**config.mk**
```make
export PLATFORM = sky130hd
export DESIGN_NAME = aof_formatter
export DESIGN_NICKNAME = d
export VERILOG_FILES = /design/src/rtl/aof_pkg.sv /design/src/rtl/aof_formatter.sv
export SDC_FILE = /design/constraint.sdc
export NUM_CORES = 1
export LEC_CHECK = 0
export BUFFER_PORTS_ARGS = -buffer_cell sky130_fd_sc_hd__buf_2
export CELL_PAD_IN_SITES_DETAIL_PLACEMENT = 1
export CELL_PAD_IN_SITES_GLOBAL_PLACEMENT = 1
export CORE_UTILIZATION = 48
export DETAILED_ROUTE_END_ITERATION = 7
export MAX_ROUTING_LAYER = met4
export PLACE_DENSITY = 0.95
export SYNTH_ARGS = -nofsm -noshare
export SYNTH_HDL_FRONTEND = slang
export SYNTH_SLANG_ARGS = --single-unit
```
**constraint.sdc**
```tcl
create_clock -name ref_clk -period 12.3 [get_ports ref_clk]
set_input_delay 2.46 -clock ref_clk [delete_from_list [all_inputs] [get_ports ref_clk]]
set_output_delay 2.46 -clock ref_clk [all_outputs]
set_load 0.02 [all_outputs]
```
**src/rtl/aof_pkg.sv**
```systemverilog
// shared constants, encodings and carrier types of the sample output formatter
package aof_pkg;
  // register offsets on the configuration port
  localparam logic [6:0] ADDR_RESET = 7'h00;
  localparam logic [6:0] ADDR_POWER = 7'h01;
  localparam logic [6:0] ADDR_TIMING = 7'h02;
  localparam logic [6:0] ADDR_OUTPUT_MODE_FIELD = 7'h03;
  localparam logic [6:0] ADDR_FORMAT = 7'h04;
  localparam logic [6:0] ADDR_STATUS = 7'h05;
  // field positions
  localparam int RESET_BIT = 7;
  localparam int PWR_LSB = 0;
  localparam int DCS_BIT = 0;
  localparam int CPH_LSB = 1;
  localparam int CINV_BIT = 3;
  localparam int MODE_LSB = 0;
  localparam int HIZ_BIT = 2;
  localparam int TERM_BIT = 3;
  localparam int ILVDS_LSB = 4;
  localparam int SGN_BIT = 0;
  localparam int SCR_BIT = 1;
  localparam int APM_BIT = 2;
  localparam int PAT_LSB = 3;
  localparam int STAT_READY_BIT = 0;
  localparam int STAT_PAR_BIT = 1;
  localparam int STAT_DOWN_BIT = 2;
  // reset value of every mode register
  localparam logic [7:0] REG_RESET_VAL = 8'h00;
  // encodings
  localparam logic [1:0] PWR_NORMAL = 2'h0;
  localparam logic [1:0] PWR_NAP = 2'h1;
  localparam logic [1:0] PWR_SLEEP = 2'h3;
  localparam logic [1:0] MODE_CMOS = 2'h0;
  localparam logic [1:0] MODE_DDR_LVDS = 2'h1;
  localparam logic [1:0] MODE_DDR_CMOS = 2'h2;
  localparam logic [2:0] PAT_ZEROS = 3'h1;
  localparam logic [2:0] PAT_ONES = 3'h3;
  localparam logic [2:0] PAT_CHECKER = 3'h5;
  localparam logic [2:0] PAT_ALTERNATE = 3'h7;
  localparam logic [2:0] ILVDS_3P5MA = 3'h0;
  // pattern and code values, overrange flag on top
  localparam logic [14:0] WORD_ONES = 15'h7FFF;
  localparam logic [14:0] WORD_ZEROS = 15'h0000;
  localparam logic [14:0] WORD_CHECK_A = 15'h5555;
  localparam logic [14:0] WORD_CHECK_B = 15'h2AAA;
  localparam logic [13:0] ODD_BITS = 14'h2AAA;
  localparam logic [15:0] CODE_MAX = 16'h1FFF;
  localparam logic [15:0] CODE_MIN = 16'hE000;
  // timing
  localparam int CLK_HZ = 25_000_000;
  localparam int SLEEP_WAKE_US = 2000;
  localparam int NAP_SETTLE_US = 50;
  localparam int NAP_WAKE_SAMPLES = 100;
  localparam int SLEEP_WAKE_CYCLES = SLEEP_WAKE_US * (CLK_HZ / 1_000_000);
  localparam int NAP_SETTLE_CYCLES = NAP_SETTLE_US * (CLK_HZ / 1_000_000);

  typedef enum logic [1:0] {
    AOF_RUN = 2'b00,
    AOF_DOWN = 2'b01,
    AOF_WAKE = 2'b10
  } aof_pwr_t;

  typedef struct packed {
    logic clock_invert;
    logic [1:0] clock_delay_field;
    logic duty_cycle_stabilizer;
    logic [2:0] lvds_current;
    logic term_en;
    logic output_hiz;
    logic [1:0] output_mode_field;
    logic [2:0] pattern_select;
    logic alternate_polarity_mode;
    logic output_scrambler_enable;
    logic signed_format_select;
    logic [1:0] power_state_field;
  } aof_cfg_t;

  typedef struct packed {
    logic ovr;
    logic [13:0] bits;
  } aof_word_t;
endpackage

```
**src/rtl/aof_formatter.sv**
```systemverilog
// sample output formatter: coding, scrambling, test patterns, ddr mux, forwarded clock, power states
// What this block does
// - overrange flag high when input out of range, same latency as data
// - full-rate cmos: data changes on true clock falling edge, receiver uses rising
// - ddr modes: data changes on both clock edges, two bits per line
// - forwarded clock delay of 0, 45, 90 or 135 degrees
// - separate clock invert control, independent of delay
// - offset binary by default, two's complement when format bit set
// - midscale codes, signed form is msb inverted, clamp over-range with flag
// - scrambler xors lsb into other data bits, lsb flag clock untouched
// - alternate polarity inverts odd data bits only
// - scrambler and alternate polarity enable independently
// - alternate polarity forces offset binary
// - four test patterns: ones, zeros, alternating, checkerboard
// - test patterns override all other formatting
// - output disable puts all outputs incl flag and clock high impedance
// - sleep powers everything down, data valid 2 ms after wake
// - nap keeps references, data valid after 100 samples plus 50 us
// - nap only from the power register, never from straps
// - mode pin high makes serial pins static configuration straps
// - strap clock pin: 0 full-rate cmos, 1 ddr lvds 3.5 ma no termination
// - strap select pin drives stabilizer, strap input pin selects sleep
// - power field: 00 normal, 01 nap, 11 sleep, 10 unused
// - mode field: 00 cmos, 01 ddr lvds, 10 ddr cmos, 11 unused
// - delay field: 00 none, 01 eighth, 10 quarter, 11 three eighths
//
// The address map and the plain strobed port were decided locally.
`timescale 1ns/1ps
module aof_formatter #(
  parameter int SLEEP_WAKE = aof_pkg::SLEEP_WAKE_CYCLES
) (
  // clock and reset
  input wire logic ref_clk,
  input wire logic rst,
  // register port
  input wire logic [6:0] reg_addr,
  input wire logic [7:0] reg_wdata,
  input wire logic reg_wr,
  input wire logic reg_rd,
  output logic [7:0] reg_rdata,
  // encode clock and converter core sample, both asynchronous
  input wire logic enc_clk_pin,
  input wire logic [15:0] core_sample_pin,
  // strap pins
  input wire logic programming_mode_select,
  input wire logic select_strap_pin,
  input wire logic clock_strap_pin,
  input wire logic input_strap_pin,
  // sample outputs with enables
  output logic [13:0] sample_bits,
  output logic [13:0] sample_bits_oe,
  output logic overrange_flag,
  output logic overrange_flag_oe,
  output logic forwarded_sample_clock,
  output logic forwarded_sample_clock_oe,
  // driver and analog control levels
  output logic lvds_select,
  output logic [2:0] lvds_current,
  output logic lvds_term_en,
  output logic duty_cycle_stabilizer,
  output logic core_nap,
  output logic core_sleep,
  output logic output_ready
);

  // offset binary then signed, clamp and flag out-of-range codes
  function automatic aof_pkg::aof_word_t fmt_sample(input aof_pkg::aof_cfg_t c, input logic [15:0] s,
                                                    input logic phase);
    aof_pkg::aof_word_t w;
    logic [13:0] code;
    logic over;
    logic under;
    w = '0;
    over = !s[15] && (s > aof_pkg::CODE_MAX);
    under = s[15] && (s < aof_pkg::CODE_MIN);
    code = over ? aof_pkg::CODE_MAX[13:0] : (under ? aof_pkg::CODE_MIN[13:0] : s[13:0]);
    w.ovr = over | under;
    w.bits = {~code[13], code[12:0]};                           // offset binary
    if (c.signed_format_select && !c.alternate_polarity_mode)
      w.bits[13] = ~w.bits[13];
    if (c.output_scrambler_enable)
      w.bits[13:1] = w.bits[13:1] ^ {13{w.bits[0]}};
    if (c.alternate_polarity_mode)
      w.bits = w.bits ^ aof_pkg::ODD_BITS;
    case (c.pattern_select)                                     // test patterns win
      aof_pkg::PAT_ZEROS: w = aof_pkg::WORD_ZEROS;
      aof_pkg::PAT_ONES: w = aof_pkg::WORD_ONES;
      aof_pkg::PAT_CHECKER: w = phase ? aof_pkg::WORD_CHECK_B : aof_pkg::WORD_CHECK_A;
      aof_pkg::PAT_ALTERNATE: w = phase ? aof_pkg::WORD_ONES : aof_pkg::WORD_ZEROS;
      default: w = w;
    endcase
    return w;
  endfunction

  // ddr mode test, used by the mux and by the enables
  function automatic logic is_ddr(input logic [1:0] m);
    return (m == aof_pkg::MODE_DDR_LVDS) || (m == aof_pkg::MODE_DDR_CMOS);
  endfunction

  // two-flop synchronisers for every asynchronous input
  logic [1:0] enc_s_r;
  logic [15:0] smp_s1_r;
  logic [15:0] smp_s2_r;
  logic [3:0] strap_s1_r;
  logic [3:0] strap_s2_r;
  logic enc_d_r;
  always_ff @(posedge ref_clk) begin
    if (rst) begin
      enc_s_r <= 2'h0;
      smp_s1_r <= 16'h0000;
      smp_s2_r <= 16'h0000;
      strap_s1_r <= 4'h0;
      strap_s2_r <= 4'h0;
      enc_d_r <= 1'b0;
    end else begin
      enc_s_r <= {enc_s_r[0], enc_clk_pin};
      smp_s1_r <= core_sample_pin;
      smp_s2_r <= smp_s1_r;
      strap_s1_r <= {programming_mode_select, select_strap_pin, clock_strap_pin, input_strap_pin};
      strap_s2_r <= strap_s1_r;
      enc_d_r <= enc_s_r[1];
    end
  end

  wire boundary = enc_s_r[1] & ~enc_d_r;
  wire par_mode = strap_s2_r[3];

  // mode registers, software-reset by a write of bit 7 to the reset register
  aof_pkg::aof_cfg_t cfg_r;
  wire [23:0] cfg_rst_bits = {3{aof_pkg::REG_RESET_VAL}};
  wire soft_reset = reg_wr && (reg_addr == aof_pkg::ADDR_RESET) && reg_wdata[aof_pkg::RESET_BIT];
  wire wr_power = reg_wr && (reg_addr == aof_pkg::ADDR_POWER);
  wire wr_timing = reg_wr && (reg_addr == aof_pkg::ADDR_TIMING);
  wire wr_output_mode_field = reg_wr && (reg_addr == aof_pkg::ADDR_OUTPUT_MODE_FIELD);
  wire wr_format = reg_wr && (reg_addr == aof_pkg::ADDR_FORMAT);
  always_ff @(posedge ref_clk) begin
    if (rst || soft_reset) begin
      cfg_r <= aof_pkg::aof_cfg_t'(cfg_rst_bits[$bits(aof_pkg::aof_cfg_t) - 1:0]);
    end else begin
      if (wr_power)
        cfg_r.power_state_field <= reg_wdata[aof_pkg::PWR_LSB +: 2];
      if (wr_timing) begin
        cfg_r.clock_invert <= reg_wdata[aof_pkg::CINV_BIT];
        cfg_r.clock_delay_field <= reg_wdata[aof_pkg::CPH_LSB +: 2];
        cfg_r.duty_cycle_stabilizer <= reg_wdata[aof_pkg::DCS_BIT];
      end
      if (wr_output_mode_field) begin
        cfg_r.lvds_current <= reg_wdata[aof_pkg::ILVDS_LSB +: 3];
        cfg_r.term_en <= reg_wdata[aof_pkg::TERM_BIT];
        cfg_r.output_hiz <= reg_wdata[aof_pkg::HIZ_BIT];
        cfg_r.output_mode_field <= reg_wdata[aof_pkg::MODE_LSB +: 2];
      end
      if (wr_format) begin
        cfg_r.pattern_select <= reg_wdata[aof_pkg::PAT_LSB +: 3];
        cfg_r.alternate_polarity_mode <= reg_wdata[aof_pkg::APM_BIT];
        cfg_r.output_scrambler_enable <= reg_wdata[aof_pkg::SCR_BIT];
        cfg_r.signed_format_select <= reg_wdata[aof_pkg::SGN_BIT];
      end
    end
  end

  // straps replace the registers in parallel mode; nap has no strap encoding
  aof_pkg::aof_cfg_t strap_cfg;
  aof_pkg::aof_cfg_t live_cfg;
  always_comb begin
    strap_cfg = '0;
    strap_cfg.duty_cycle_stabilizer = strap_s2_r[2];
    strap_cfg.output_mode_field = strap_s2_r[1] ? aof_pkg::MODE_DDR_LVDS : aof_pkg::MODE_CMOS;
    strap_cfg.lvds_current = aof_pkg::ILVDS_3P5MA;
    strap_cfg.power_state_field = strap_s2_r[0] ? aof_pkg::PWR_SLEEP : aof_pkg::PWR_NORMAL;
    live_cfg = par_mode ? strap_cfg : cfg_r;
  end

  // power field decode; 10 is unused and treated as normal
  wire want_nap = live_cfg.power_state_field == aof_pkg::PWR_NAP;
  wire want_sleep = live_cfg.power_state_field == aof_pkg::PWR_SLEEP;

  // power state machine with wake-up settling counts
  aof_pkg::aof_pwr_t pwr_r;
  aof_pkg::aof_pwr_t pwr_nxt;
  logic from_sleep_r;
  logic [15:0] wake_cnt_r;
  logic [6:0] wake_smp_r;
  wire smp_done = wake_smp_r >= 7'(aof_pkg::NAP_WAKE_SAMPLES);
  wire wake_done = from_sleep_r ? (wake_cnt_r >= 16'(SLEEP_WAKE - 1)) :
                   (smp_done && (wake_cnt_r >= 16'(aof_pkg::NAP_SETTLE_CYCLES - 1)));
  always_comb begin
    case (pwr_r)
      aof_pkg::AOF_RUN: pwr_nxt = (want_nap || want_sleep) ? aof_pkg::AOF_DOWN : aof_pkg::AOF_RUN;
      aof_pkg::AOF_DOWN: pwr_nxt = (want_nap || want_sleep) ? aof_pkg::AOF_DOWN : aof_pkg::AOF_WAKE;
      aof_pkg::AOF_WAKE: pwr_nxt = (want_nap || want_sleep) ? aof_pkg::AOF_DOWN :
                                   (wake_done ? aof_pkg::AOF_RUN : aof_pkg::AOF_WAKE);
      default: pwr_nxt = aof_pkg::AOF_RUN;
    endcase
  end

  // nap waits the sample count before its settle time starts; sleep counts cycles only
  always_ff @(posedge ref_clk) begin
    if (rst) begin
      pwr_r <= aof_pkg::AOF_RUN;
      from_sleep_r <= 1'b0;
      wake_cnt_r <= 16'h0000;
      wake_smp_r <= 7'h00;
    end else begin
      pwr_r <= pwr_nxt;
      if (pwr_r == aof_pkg::AOF_DOWN) begin
        wake_cnt_r <= 16'h0000;
        wake_smp_r <= 7'h00;
        if (want_sleep)
          from_sleep_r <= 1'b1;
        else if (want_nap)
          from_sleep_r <= 1'b0;
      end else if (pwr_r == aof_pkg::AOF_WAKE) begin
        if (boundary && !smp_done)
          wake_smp_r <= wake_smp_r + 7'h01;
        if (from_sleep_r || smp_done)
          wake_cnt_r <= wake_cnt_r + 16'h0001;
      end
    end
  end

  wire running = pwr_r != aof_pkg::AOF_DOWN;

  // encode period measurement in reference cycles, saturating
  logic [7:0] cyc_r;
  logic [7:0] period_r;
  wire [7:0] cyc_nxt = boundary ? 8'h00 : ((cyc_r == 8'hFF) ? cyc_r : cyc_r + 8'h01);
  always_ff @(posedge ref_clk) begin
    if (rst) begin
      cyc_r <= 8'h00;
      period_r <= 8'h00;
    end else begin
      cyc_r <= cyc_nxt;
      if (boundary)
        period_r <= (cyc_r == 8'hFF) ? cyc_r : cyc_r + 8'h01;
    end
  end

  // settings frozen per sample so no word mixes old and new
  aof_pkg::aof_cfg_t word_cfg_r;
  aof_pkg::aof_word_t word_r;
  logic pat_phase_r;
  wire aof_pkg::aof_word_t word_nxt = fmt_sample(live_cfg, smp_s2_r, pat_phase_r);
  always_ff @(posedge ref_clk) begin
    if (rst) begin
      word_cfg_r <= '0;
      word_r <= '0;
      pat_phase_r <= 1'b0;
    end else if (boundary) begin
      word_cfg_r <= live_cfg;
      word_r <= running ? word_nxt : '0;
      pat_phase_r <= ~pat_phase_r;
    end
  end

  // clock delay as eighths of the measured period; 135 deg plus half stays inside the period
  wire [7:0] half = {1'b0, period_r[7:1]};
  wire [9:0] del_prod = {2'b00, period_r} * {8'h00, word_cfg_r.clock_delay_field};
  wire [7:0] del = {1'b0, del_prod[9:3]};
  wire [8:0] low_end = {1'b0, half} + {1'b0, del};
  // live delay feeds the clock for the sample being launched
  wire [9:0] del_prod_l = {2'b00, period_r} * {8'h00, live_cfg.clock_delay_field};
  wire [7:0] use_del = boundary ? {1'b0, del_prod_l[9:3]} : del;
  wire [8:0] use_end = boundary ? ({1'b0, half} + {1'b0, use_del}) : low_end;
  wire use_inv = boundary ? live_cfg.clock_invert : word_cfg_r.clock_invert;
  // true clock is low for the first half after a boundary so data moves on its falling edge
  wire clk_low = (cyc_nxt >= use_del) && ({1'b0, cyc_nxt} < use_end);
  wire clk_nxt = running & ((~clk_low) ^ use_inv);

  // ddr second half launches at the undelayed rising edge
  wire mid = !boundary && (cyc_nxt == half) && (half != 8'h00);
  wire ddr_now = boundary ? is_ddr(live_cfg.output_mode_field) : is_ddr(word_cfg_r.output_mode_field);
  wire aof_pkg::aof_word_t launch = boundary ? (running ? word_nxt : aof_pkg::aof_word_t'('0)) : word_r;
  wire second = mid;
  logic [13:0] ddr_lines;
  genvar gi;
  generate
    for (gi = 0; gi < 7; gi++) begin : g_ddr
      // even bit leads, odd bit follows on the same line
      assign ddr_lines[gi] = second ? launch.bits[2 * gi + 1] : launch.bits[2 * gi];
      assign ddr_lines[gi + 7] = 1'b0;
    end
  endgenerate

  // output registers; hi-z clears every enable including flag and clock
  wire hiz = boundary ? live_cfg.output_hiz : word_cfg_r.output_hiz;
  always_ff @(posedge ref_clk) begin
    if (rst) begin
      sample_bits <= 14'h0000;
      overrange_flag <= 1'b0;
      forwarded_sample_clock <= 1'b0;
      sample_bits_oe <= 14'h0000;
      overrange_flag_oe <= 1'b0;
      forwarded_sample_clock_oe <= 1'b0;
    end else begin
      if (boundary || (mid && ddr_now)) begin
        sample_bits <= ddr_now ? ddr_lines : launch.bits;
        overrange_flag <= launch.ovr;
      end
      forwarded_sample_clock <= clk_nxt;
      sample_bits_oe <= hiz ? 14'h0000 : (ddr_now ? 14'h007F : 14'h3FFF);
      overrange_flag_oe <= ~hiz;
      forwarded_sample_clock_oe <= ~hiz;
    end
  end

  // driver and analog control levels; the clock invert and delay need the stabilizer (far side duty), but neither is gated by it here
  always_ff @(posedge ref_clk) begin
    if (rst) begin
      lvds_select <= 1'b0;
      lvds_current <= 3'h0;
      lvds_term_en <= 1'b0;
      duty_cycle_stabilizer <= 1'b0;
      core_nap <= 1'b0;
      core_sleep <= 1'b0;
      output_ready <= 1'b1;
    end else begin
      lvds_select <= word_cfg_r.output_mode_field == aof_pkg::MODE_DDR_LVDS;
      lvds_current <= live_cfg.lvds_current;
      lvds_term_en <= live_cfg.term_en;
      duty_cycle_stabilizer <= live_cfg.duty_cycle_stabilizer;
      core_nap <= want_nap;
      core_sleep <= want_sleep;
      output_ready <= pwr_nxt == aof_pkg::AOF_RUN;
    end
  end

  // read mux, data one cycle after the strobe; reset register reads zero
  logic [7:0] rd_mux;
  always_comb begin
    case (reg_addr)
      aof_pkg::ADDR_POWER: rd_mux = {6'h00, cfg_r.power_state_field};
      aof_pkg::ADDR_TIMING: rd_mux = {4'h0, cfg_r.clock_invert, cfg_r.clock_delay_field, cfg_r.duty_cycle_stabilizer};
      aof_pkg::ADDR_OUTPUT_MODE_FIELD: rd_mux = {1'b0, cfg_r.lvds_current, cfg_r.term_en, cfg_r.output_hiz,
                                       cfg_r.output_mode_field};
      aof_pkg::ADDR_FORMAT: rd_mux = {2'h0, cfg_r.pattern_select, cfg_r.alternate_polarity_mode,
                                      cfg_r.output_scrambler_enable, cfg_r.signed_format_select};
      aof_pkg::ADDR_STATUS: rd_mux = {5'h00, ~running, par_mode, output_ready};
      default: rd_mux = 8'h00;
    endcase
  end
  always_ff @(posedge ref_clk) begin
    if (rst)
      reg_rdata <= 8'h00;
    else
      reg_rdata <= reg_rd ? rd_mux : 8'h00;
  end
endmodule

```
# [Word level (Yosys, flattened, before mapping)]
# Index checks and enable logic that the tools add are counted.
[totals] regBits=174 latch_bits=0 mem_bits_rw=0 rom_bits=0 input_bits=40 memories=0
[op_classes] addsub=5 multipliers=2 div_mod_pow=0 magnitude_cmp=7 n_eq_ne=20 n_shift=0 n_mux=38 n_bitwise=13 reduce_logical=37
[ops] cell="14-bit two-way mux" count=5
[ops] cell="15-bit two-way mux" count=4
[ops] cell="15-bit case mux with 4 select lines" count=1
[ops] cell="7-bit case mux with 5 select lines" count=1
[ops] cell="8-bit two-way mux" count=3
[ops] cell="8-bit by 2-bit multiplier with 10-bit output" count=2
[ops] cell="19-bit two-way mux" count=1
[ops] cell="16-bit by 1-bit adder with 16-bit output, second input constant" count=1
[ops] cell="7-bit by 7-bit adder with 8-bit output" count=2
[ops] cell="16-bit by 11-bit >= comparator with 1-bit output, second input constant" count=1
[ops] cell="16-bit >= comparator, second input constant" count=1
[ops] cell="16-bit by 13-bit greater-than comparator with 1-bit output, second input constant" count=1
[ops] cell="16-bit less-than comparator, second input constant" count=1
[ops] cell="1-bit two-way mux" count=16
[ops] cell="1-bit logical AND" count=15
[ops] cell="7-bit by 2-bit == test with 1-bit output, second input constant" count=2
[ops] cell="7-bit by 3-bit == test with 1-bit output, second input constant" count=2
[ops] cell="13-bit two-way mux" count=1
[ops] cell="13-bit bitwise XOR" count=1
[ops] cell="8-bit by 1-bit adder with 8-bit output, second input constant" count=1
[ops] cell="2-bit by 1-bit == test with 1-bit output, second input constant" count=4
[ops] cell="2-bit == test, second input constant" count=4
[ops] cell="8-bit by 7-bit == test with 1-bit output" count=1
[ops] cell="8-bit == test, second input constant" count=1
[ops] cell="25 further kinds" count=50

# [Logic depth before layout (Yosys ltp)]
# Gate-level depths: netlist of the first run.
[depth] ltp_word=15 mapped_depth=25 depth_no_buf=23

# [Worst setup path before layout of the first run]
# No wires, ideal clock.
[synth_timing] path_kind="register -> register" startpoint="register strap_s2_r[3]" endpoint="register forwarded_sample_clock" arrival_time_ns=4.585 t_required_ns=12.172 slack_ns=7.587 stages_incl_launch_ff=26 synth_period_minus_slack_ns=4.713 path_cell_list="dfxtp_1 clkbuf_1 clkbuf_1 nor2b_1 and2_1 ha_1 a41o_1 a21oi_1 nor2_1 nor2_1 o21bai_1 xor2_1 mux2_2 ha_1 o21ai_0 nand2b_1 a21o_1 a21oi_1 xor2_1 ha_1 a21o_1 a21oi_1 o31ai_1 a211oi_1 xnor2_1 nor2_1"
[synth_via] elab_chain_cells=10
[synth_rtl] element="start, declared" line_no="aof_formatter.sv:105" rtl="logic [3:0] strap_s2_r;"
[synth_rtl] element="start signal, assigned" line_no="aof_formatter.sv:120" rtl="strap_s2_r <= strap_s1_r;"
[synth_rtl] element="19-bit two-way mux (*)" line_no="aof_formatter.sv:171" rtl="live_cfg = par_mode ? strap_cfg : cfg_r;"
[synth_rtl] element="8-bit by 2-bit multiplier with 10-bit output" line_no="aof_formatter.sv:262" rtl="wire [9:0] del_prod_l = {2'b00, period_r} * {8'h00, live_cfg.clock_delay_field};"
[synth_rtl] element="7-bit two-way mux" line_no="aof_formatter.sv:263" rtl="wire [7:0] use_del = boundary ? {1'b0, del_prod_l[9:3]} : del;"
[synth_rtl] element="7-bit by 7-bit adder with 8-bit output" line_no="aof_formatter.sv:264" rtl="wire [8:0] use_end = boundary ? ({1'b0, half} + {1'b0, use_del}) : low_end;"
[synth_rtl] element="8-bit two-way mux" line_no="aof_formatter.sv:264"
[synth_rtl] element="8-bit less-than comparator" line_no="aof_formatter.sv:267" rtl="wire clk_low = (cyc_nxt >= use_del) && ({1'b0, cyc_nxt} < use_end);"
[synth_rtl] element="1-bit logical AND" line_no="aof_formatter.sv:267"
[synth_rtl] element="1-bit NOT" line_no="aof_formatter.sv:268" rtl="wire clk_nxt = running & ((~clk_low) ^ use_inv);"
[synth_rtl] element="1-bit bitwise XOR (*)" line_no="aof_formatter.sv:268"
[synth_rtl] element="1-bit bitwise AND (*)" line_no="aof_formatter.sv:268"
[synth_rtl] element="end signal, assigned" line_no="aof_formatter.sv:300" rtl="forwarded_sample_clock <= clk_nxt;"
[synth_rtl] element="end, declared" line_no="aof_formatter.sv:54" rtl="output logic forwarded_sample_clock,"
# Mark *: on every way between the ends. The rest lies on a longest branch, timed or not.
# A chain may end at the register's enable or synchronous reset.

# [Final worst setup path of the first run]
# Ends and elaborated chain as after synthesis.

==> flow_summary.ini, run 1 <==
[sta]
hold_violations = 0
max-slew-margin-rel_pct = 22.9
setup_tns_ps = 0
setup_viol = 0
worstMarginPinSlew_ps = 1150
rsz0062_at_grt = no
fin_crit_ps = 5500
finalCritPeriodShare_pct = 44.7
fmax_mhz = 182
drv_slew = 0
fin_hold_ws_ps = 452
fin_worst_skew_ps = 8.47

[clocking]
holdBufCountCts = 0
clk_latency_ps = 450
ctsResizeCount = 0
htreeDepth = 4
post_cts_buffers = 0
cts_tree = done
numCtsBuffers = 17
clockBufferDepth = 2
path_clk_slew_ps = 60
clock-root-buffer = clkbuf_16
clkSinkCount = 160

[pwr]
power.density_mw_per_mm2 = 127
peakVddDrop_mv = 0.106
leakagePower_uw = 0.00376
power_uw = 1180
pwr-share-seq_pct = 45.7
combPwrFrac_pct = 8.3
intPower_uw = 870
switching_share_pct = 26.6
switchingPower_uw = 315
clock_power_share_pct = 46.0

[die]
boundaryPins = 89
num_rows = 47
initial_core_util_pct = 49.6
die_h_um = 134
coreArea_mm2 = 0.0168
die-area_mm2 = 0.0178
fp.dieW_um = 134

[setup_path]
arrival_ps = 5810
critPathLaunch = strap_s2_r[3]
crit_chain = nor2b_1, and2_1, ha_1, a41o_1, a21oi_1, nor2_1, nor2_1, o21bai_1, xor2_1, mux2_2, ha_1, o21ai_0, nand2b_1, a21o_1, a21oi_1, xor2_1, ha_1, a21o_1, a21oi_1, o31ai_1, a211oi_1, xnor2_1, nor2_1
crit-reg2reg-launch = strap_s2_r[3]
worstSetupPathType = flip-flop to flip-flop
path_buf_inv = 0
critPathSlowestCell = dfxtp_1
cp-end-kind = flip-flop
cp.required_ps = 12610
r2r_slack_ps = 6800
worst-path-max-fanout = 23
cpPeakStageDelay_ps = 840
reg2reg_depth = 23
regToRegEndpoint = forwarded_sample_clock
start_kind = flip-flop
crit_family = compound AO/OA/AOI/OAI gates

[logic_synthesis]
synth_cells = 997
syn-num-nets = 1079
synthTopCellsByArea = dfxtp_1 39%, ha_1 6.2%, nor2_1 5.1%
ys_warn_count = 0
syn-cell-area_mm2 = 0.00831
async_flop_share_pct = 0
ys_ff_latch = 160
yosys.area.top_type_share_pct = 38.6
yosysUniqueCellTypes = 75
synth_area_leader_cell = dfxtp_1
synth_area_per_cell_um2 = 8.33
ys_seq_area_share_pct = 38.6
synth_edf_count = 0
synth_top_flop_cell = dfxtp_1

[global_routing]
antenna_found_initial = 0
grtUsageTotal_pct = 31.5
grt_max_degree = 63
grt_pass1_wl_mm = 42.6
grt_pass1_vias = 8043
overflow = 0

[placed_design]
dp_hpwl_mm = 15.8
gp_congestion = 0.852
dpl_cell_area_mm2 = 0.00872
place_inst = 1238
portBuffers = 87

[cells_and_area]
final_common_cell = dfxtp_1
layout-drive-gt1-share_pct = 13.2
layout.cells.non_filler = 1270
finalInstanceArea_mm2 = 0.00930
antennaDiodeCount = 0
final_cell_mix = 160 x dfxtp_1, 112 x nor2_1, 86 x buf_2
num-nets-final = 1119
area_growth_pct = 12.0

[detailed_routing]
drt_first_pass_iters = 7
vias_per_cell = 6.01
drc = 0
drt-total-wl_mm = 26.4
ant_nets = 0
wire_per_inst_um = 20.8
drt-initial-drc-count = 584
vias = 7638

[worst_hold_path]
min_to = strap_s2_r[3]
worstHoldPathType = flip-flop to flip-flop
min_from = strap_s1_r[3]
hold-path-cell-count = 1

[flow_run]
maxCapViolCount = 0

[outcome]
status = finished, final reports clean
==> cells in the mapped netlist, types with 7 or more instances <==
library cell,instances
a21o_1,9
nand3_1,34
a31oi_1,7
xor2_1,16
ha_1,41
a22oi_1,13
nand4_1,8
nor2b_1,59
a22o_1,8
o21bai_1,11
inv_1,27
buf_4,16
a211oi_1,9
mux2i_1,12
clkbuf_1,37
nand2b_1,11
nor3_1,19
nor2_1,112
o21ai_1,8
or3_1,12
xnor2_1,25
buf_2,11
and3_1,12
nand2_1,82
o21ai_0,23
a21oi_1,73
and2_1,34
dfxtp_1,160
==> registers in the layout (all words and copies together), names as in the netlist, 2 cells and up <==
register / cells
strap_s2_r: 4
period_r: 8
wake_smp_r: 7
smp_s2_r: 16
word_cfg_r: 6
reg_rdata: 7
word_r: 14
strap_s1_r: 4
cfg_r: 19
sample_bits_oe: 2
sample_bits: 14
pwr_r: 2
smp_s1_r: 16
wake_cnt_r: 16
cyc_r: 8
enc_s_r: 2
lvds_current: 3
==> worst max path at each step <==
stage                     slack [ps]                endpoint  depth (start not counted)
after global routing            6450  forwarded_sample_clock                         23
after global placement          7320  forwarded_sample_clock                         23
after CTS                       6860  forwarded_sample_clock                         23
after detailed placement        6980  forwarded_sample_clock                         23
after floorplan                 7590  forwarded_sample_clock                         25
final                           6800  forwarded_sample_clock                         23
==> area by class of cell <==
cell class / instances / area [µm²]
clock inverter: 14 / 159
sequential: 160 / 3200
clock buffer: 18 / 429
multi-input combinational: 738 / 4660
timing repair buffer: 92 / 475
inverter: 28 / 105
fill: 2030 / 7460
tap: 220 / 275
==> power by group through the flow <==
stage	clock network (µW)	logic (µW)	registers, µW
6_report	545	98.8	541
5_1_grt	572	107	543
4_1_cts	546	97.8	541
3_5_place_dp	0	94.1	552
3_3_place_gp	0	89.5	551
2_1_floorplan	0	69.6	550
==> per-layer routing <==
layer / share of wire, % / routed length [µm] / global-route usage [%]
met1: 42 / 11100 / 36.3
met2: 50 / 13200 / 53.0
met3: 4.9 / 1290 / 6.32
met4: 3.1 / 820 / 13.4
met5: 0 / 0 / -
==> stage by stage <==
step                setup WS, ps  util [%]
floorplan                   7590         -
global placement            7320      52.0
detailed placement          6980      52.0
CTS                         6860      55.5
global route                6450      55.5
finish                      6800      55.5
==> cell families after synthesis <==
group                    after synthesis  synth area share [%]
buffers and inverters                 99                  5.45
multiplexers                          14                  1.72
flip-flops                           160                  38.6
other                                  1                0.0451
XOR/XNOR                              41                  4.32
adder cells (fa/ha/maj)               42                  6.42
AO/OA/AOI/OAI                        226                  18.5
AND/OR/NAND/NOR                      414                  25.0
No activity file was read; power rests on OpenSTA's default activity.
==> run 2, diff against run 1 <==
--- a/config.mk
+++ b/config.mk
@@ -5,13 +5,14 @@
 export SDC_FILE = /design/constraint.sdc
 export NUM_CORES = 1
 export LEC_CHECK = 0
+export ABC_AREA = 1
 export BUFFER_PORTS_ARGS = -buffer_cell sky130_fd_sc_hd__buf_2
 export CELL_PAD_IN_SITES_DETAIL_PLACEMENT = 1
 export CELL_PAD_IN_SITES_GLOBAL_PLACEMENT = 1
-export CORE_UTILIZATION = 48
+export CORE_UTILIZATION = 43
 export DETAILED_ROUTE_END_ITERATION = 7
 export MAX_ROUTING_LAYER = met4
-export PLACE_DENSITY = 0.95
+export PLACE_DENSITY = 0.91
 export SYNTH_ARGS = -nofsm -noshare
 export SYNTH_HDL_FRONTEND = slang
 export SYNTH_SLANG_ARGS = --single-unit
==> constraint.sdc (replaced) <==
create_clock -name ref_clk -period 5.7 [get_ports ref_clk]
set_input_delay 1.14 -clock ref_clk [delete_from_list [all_inputs] [get_ports ref_clk]]
set_output_delay 1.14 -clock ref_clk [all_outputs]
set_load 0.02 [all_outputs]
==> flow_summary.ini, run 2 <==
[outcome]
status = finished, final reports clean

[pwr]
clock_power_share_pct = 41.9
intPower_uw = 1830
peakVddDrop_mv = 0.219
switching_share_pct = 27.0
switchingPower_uw = 676
combPwrFrac_pct = 11.4
pwr-share-seq_pct = 46.7
power.density_mw_per_mm2 = 265
leakagePower_uw = 0.00474

[setup_path]
cp-end-kind = flip-flop
endpoint = forwarded_sample_clock
cp.required_ps = 6080
crit-reg2reg-launch = strap_s2_r[3]
critPathLaunch = strap_s2_r[3]
worstSetupPathType = flip-flop to flip-flop
path_buf_inv = 1
worst-path-max-fanout = 13
cpPeakStageDelay_ps = 450
reg2reg_depth = 28
arrival_ps = 4890
start_kind = flip-flop
r2r_slack_ps = 1190
crit_family = simple AND/OR/NAND/NOR gates
cp.depth = 28
critPathSlowestCell = dfxtp_1
regToRegEndpoint = forwarded_sample_clock
path_common_cell = nand2_1

[global_routing]
overflow = 0
grt_pass1_wl_mm = 39.8
grtUsageTotal_pct = 25.7
grt_pass1_vias = 8386
grt_max_degree = 82
antenna_found_initial = 0

[detailed_routing]
ant_nets = 0
drt-initial-drc-count = 367
drt-total-wl_mm = 24.0
drt_first_pass_iters = 4
vias = 7867
vias_per_cell = 5.08
wire_per_inst_um = 15.5
drc = 0

[logic_synthesis]
async_flop_share_pct = 0
synthTopCellsByCount = 271 x nand2_1, 206 x inv_1, 160 x dfxtp_1
ys_seq_area_share_pct = 38.1
syn-num-nets = 1300
ys_ff_latch = 160
synthTopCellsByArea = dfxtp_1 38%, nand2_1 12%, inv_1 9.2%
ys_warn_count = 0
syn-cell-area_mm2 = 0.00841
synth_area_leader_cell = dfxtp_1
synth_top_flop_cell = dfxtp_1
synth_area_per_cell_um2 = 6.91
yosysUniqueCellTypes = 52
synth.most_common_cell = nand2_1
yosys.area.top_type_share_pct = 38.1
synth_cells = 1218
synth_edf_count = 0

[sta]
worstMarginPinSlew_ps = 995
drv_slew = 0
finalCritPeriodShare_pct = 79.1
fmax_mhz = 222
setup_tns_ps = 0
fin_crit_ps = 4510
setup_viol = 0
hold_violations = 0
worst_slack_ps = 1190
fin_worst_skew_ps = 7.94
max-slew-margin-rel_pct = 33.4
rsz0062_at_grt = no

[die]
die-area_mm2 = 0.0201
coreArea_mm2 = 0.0190
boundaryPins = 89
num_rows = 50
die_h_um = 142
fp.dieW_um = 142
initial_core_util_pct = 44.4

[cells_and_area]
layout-drive-gt1-share_pct = 12.2
area_growth_pct = 12.6
antennaDiodeCount = 0
final_cell_mix = 271 x nand2_1, 205 x inv_1, 160 x dfxtp_1
largest-register = cfg_r
num-nets-final = 1364
final_common_cell = nand2_1
largest_reg_flops = 19

[flow_run]
maxCapViolCount = 0

[placed_design]
dp_hpwl_mm = 17.2
gp_congestion = 0.897
preCtsSetupSlack_ps = 1280
portBuffers = 87

[clocking]
ctsResizeCount = 0
clock-root-buffer = clkbuf_16
numCtsBuffers = 17
path_clk_slew_ps = 70
holdBufCountCts = 0
post_cts_buffers = 0
htreeDepth = 4
clkSinkCount = 160
clk_latency_ps = 440
clockBufferDepth = 2
cts_tree = done

[worst_hold_path]
worstHoldPathType = flip-flop to flip-flop
## run 2: tightest hold or removal path: stages (launching register included)
cell and delay, ps:
dfxtp_1 300, inv_1 40, nor2_1 30
## run 2: layout make-up
class                           count  area, µm²
Tap cell                          260        325
Timing Repair Buffer               91        465
Clock buffer                       18        429
Sequential cell                   160       3200
Inverter                          210        788
Fill cell                        2516       9490
Multi-Input combinational cell    802       4170
Clock inverter                      9       91.3
## run 2: per-layer routing
metal	routed length [µm]	part of all wire (%)	vias to the layer above	GRT usage, %
met4	766	3.2	0	11.9
met2	12300	51	123	46.8
met1	10300	43	3755	27.4
met5	0	0	-	-
met3	524	2.2	54	3.68
li1	-	-	3935	-
## run 2: cells by family (layout without fill, tap and decap cells)
logic type,count (synthesis),in the layout,share of synthesized area (%)
AO/OA/AOI/OAI,183,183,12.0
other,1,1,0.0446
AND/OR/NAND/NOR,558,558,29.2
buffers and inverters,256,328,12.4
adder cells (fa/ha/maj),42,42,6.34
XOR/XNOR,18,18,1.87
flip-flops,160,160,38.1
## run 2: worst min-delay path by stage
stage,endpoint,slack [ps],depth (start not counted),from
floorplan,enc_s_r[1],390,2,enc_s_r[0]
global placement,smp_s2_r[12],390,2,smp_s1_r[12]
detailed placement,smp_s2_r[4],400,2,smp_s1_r[4]
CTS,enc_s_r[1],400,2,enc_s_r[0]
global route,enc_s_r[1],410,2,enc_s_r[0]
finish,smp_s2_r[4],400,2,smp_s1_r[4]
## run 2: power groups by stage
| stage | Sequential (µW) | Clock [µW] | Combinational (µW) |
|---|---|---|---|
| 2_1_floorplan | 1200 | 0 | 199 |
| 3_3_place_gp | 1190 | 0 | 270 |
| 3_5_place_dp | 1200 | 0 | 280 |
| 4_1_cts | 1170 | 1070 | 286 |
| 5_1_grt | 1170 | 1120 | 317 |
| 6_report | 1170 | 1050 | 285 |
## run 2: metrics by stage
| step | hold slack [ps] | power [µW] | utilization, % | instance area (µm²) | instances |
|---|---|---|---|---|---|
| final | 404 | 2510 | 49.9 | 9470 | 1550 |
| after global routing | 411 | 2610 | 49.9 | 9470 | 1550 |
| after CTS | 405 | 2520 | 49.9 | 9470 | 1550 |
| after detailed placement | 397 | 1480 | 47.2 | 8950 | 1523 |
| after global placement | 391 | 1460 | 47.2 | 8950 | 1523 |
| after floorplan | 388 | 1400 | - | 8410 | 1218 |
==> run 3, diff against run 2 <==
--- a/config.mk
+++ b/config.mk
@@ -5,14 +5,14 @@
 export SDC_FILE = /design/constraint.sdc
 export NUM_CORES = 1
 export LEC_CHECK = 0
-export ABC_AREA = 1
+export ABC_AREA = 0
 export BUFFER_PORTS_ARGS = -buffer_cell sky130_fd_sc_hd__buf_2
 export CELL_PAD_IN_SITES_DETAIL_PLACEMENT = 1
 export CELL_PAD_IN_SITES_GLOBAL_PLACEMENT = 1
-export CORE_UTILIZATION = 43
+export CORE_UTILIZATION = 40
 export DETAILED_ROUTE_END_ITERATION = 7
 export MAX_ROUTING_LAYER = met4
-export PLACE_DENSITY = 0.91
+export PLACE_DENSITY = 0.86
 export SYNTH_ARGS = -nofsm -noshare
 export SYNTH_HDL_FRONTEND = slang
 export SYNTH_SLANG_ARGS = --single-unit
==> constraint.sdc (replaced) <==
create_clock -name ref_clk -period 4.1 [get_ports ref_clk]
set_input_delay 0.82 -clock ref_clk [delete_from_list [all_inputs] [get_ports ref_clk]]
set_output_delay 0.82 -clock ref_clk [all_outputs]
set_load 0.02 [all_outputs]
==> flow_summary.ini, run 3 (synthesized netlist as in run 1, its figures left out) <==
[outcome]
status = finished, violations left
violations = setup timing

[cells_and_area]
final_common_cell = dfxtp_1
largest_reg_flops = 19
final_cell_mix = 155 x dfxtp_1, 110 x nor2_1, 86 x buf_2
layout-drive-gt1-share_pct = 18.2
largest-register = cfg_r
final_core_util_pct = 48.1
area_growth_pct = 17.5
num-nets-final = 1147
final.fill_count = 2439

[setup_path]
cp-end-kind = flip-flop
worstSetupPathType = flip-flop to flip-flop
crit_family = compound AO/OA/AOI/OAI gates
cp.depth = 21
worst-path-max-fanout = 10
r2r_slack_ps = -130
reg2reg_depth = 21
arrival_ps = 4540
cpPeakStageDelay_ps = 360
cp.required_ps = 4410
regToRegEndpoint = forwarded_sample_clock
critPathLaunch = word_cfg_r[17]
start_kind = flip-flop
path_buf_inv = 2
crit_chain = buf_4, and2_1, ha_1, a21oi_2, buf_4, xnor2_1, nand2_1, o21a_1, ha_1, a21o_1, a21oi_1, o21ai_2, a21o_1, a21oi_1, ha_1, and4_1, o21ai_0, a21oi_1, a211oi_1, xnor2_1, nor2_1
crit-reg2reg-launch = word_cfg_r[17]
critPathSlowestCell = ha_1

[clocking]
htreeDepth = 4
numCtsBuffers = 17
clockBufferDepth = 2
clock-root-buffer = clkbuf_16
holdBufCountCts = 0
clk_latency_ps = 440
path_clk_slew_ps = 70
cts_tree = done
clkSinkCount = 160

[sta]
hold_violations = 0
worst_slack_ps = -127
fin_crit_ps = 4230
finalCritPeriodShare_pct = 103
rsz0062_at_grt = yes
worstMarginPinSlew_ps = 953
drv_slew = 0
fmax_mhz = 237
fin_worst_skew_ps = 8.07
max-slew-margin-rel_pct = 36.4
setup_viol = 1

[die]
coreArea_mm2 = 0.0203
fp.dieW_um = 146
die-area_mm2 = 0.0213
boundaryPins = 89
die_h_um = 146
initial_core_util_pct = 40.9
num_rows = 52

[worst_hold_path]
hold-path-cell-count = 1
min_to = smp_s2_r[4]
min_from = smp_s1_r[4]
worstHoldPathType = flip-flop to flip-flop

[pwr]
switching_share_pct = 25.8
peakVddDrop_mv = 0.276
switchingPower_uw = 924
clock_power_share_pct = 46.2
leakagePower_uw = 0.00394
combPwrFrac_pct = 8.5
power.density_mw_per_mm2 = 367
intPower_uw = 2650
pwr-share-seq_pct = 45.2

[detailed_routing]
wire_per_inst_um = 18.6
vias_per_cell = 5.61
vias = 7567
ant_nets = 0
drt-total-wl_mm = 25.1
drt_first_pass_iters = 4
drc = 0
drt-initial-drc-count = 347

[placed_design]
dp_hpwl_mm = 16.5
preCtsSetupSlack_ps = -236
gp_congestion = 0.893
portBuffers = 87

[global_routing]
antenna_found_initial = 1
grtUsageTotal_pct = 24.6
grt_pass1_vias = 7841
grt_pass1_wl_mm = 40.4
grt_max_degree = 55
overflow = 0

[flow_run]
maxCapViolCount = 0
-- run 3: layer usage --
metal	up-vias	global-route usage, %	wire (µm)
li1	3595	-	-
met1	3747	27.1	10300
met2	163	42.8	13100
met3	62	4.25	806
met4	0	12.0	873
met5	-	-	0
-- run 3: how the worst max path moves through the flow --
stage,endpoint,slack (ps)
2_1_floorplan,forwarded_sample_clock,5
3_3_place_gp,forwarded_sample_clock,40
3_5_place_dp,forwarded_sample_clock,-240
4_1_cts,forwarded_sample_clock,-130
5_1_grt,forwarded_sample_clock,-340
6_report,forwarded_sample_clock,-130
-- run 3: worst register-to-register path, stage by stage, from the launching register on --
cell and delay [ps]:
dfxtp_1 320, buf_4 170, and2_1 160, ha_1 360, a21oi_2 170, buf_4 140
xnor2_1 130, nand2_1 100, o21a_1 140, ha_1 280, a21o_1 190, a21oi_1 280
o21ai_2 140, a21o_1 200, a21oi_1 190, ha_1 290, and4_1 210, o21ai_0 70
a21oi_1 60, a211oi_1 290, xnor2_1 160, nor2_1 50
-- run 3: power groups by stage --
| stage | logic [µW] | clock network [µW] | registers, µW |
|---|---|---|---|
| after global placement | 285 | 0 | 1650 |
| after detailed placement | 295 | 0 | 1650 |
| after CTS | 302 | 1670 | 1620 |
| after floorplan | 211 | 0 | 1650 |
| after global routing | 333 | 1750 | 1620 |
| final | 305 | 1650 | 1620 |
-- run 3: timing repair --
action / 4_1_cts / 5_1_grt
pin swaps: 20 / 15
setup endpoints to repair: 1 / 1
resized for setup: 19 / 10
setup buffers: 7 / 1
-- run 3: cell type report --
class                      count  area [µm²]  area share (%)
sequential                   160        3210            32.9
tap                          270         338            3.46
clock inverter                13         153            1.56
timing repair buffer         120         697            7.14
clock buffer                  19         453            4.64
antenna                        1        2.50          0.0256
inverter                      28         105            1.08
multi-input combinational    738        4800            49.2
-- run 3: metrics by stage --
step           power [µW]  area [µm²]  cells  setup TNS (ps)  hold slack (ps)
5_1_grt              3700        9760   1349            -337              453
4_1_cts              3590        9700   1347            -128              439
3_5_place_dp         1950        8970   1308            -236              424
3_3_place_gp         1930        8970   1308               0              417
6_report             3580        9760   1349            -127              434
2_1_floorplan        1860        8370    997               0              414
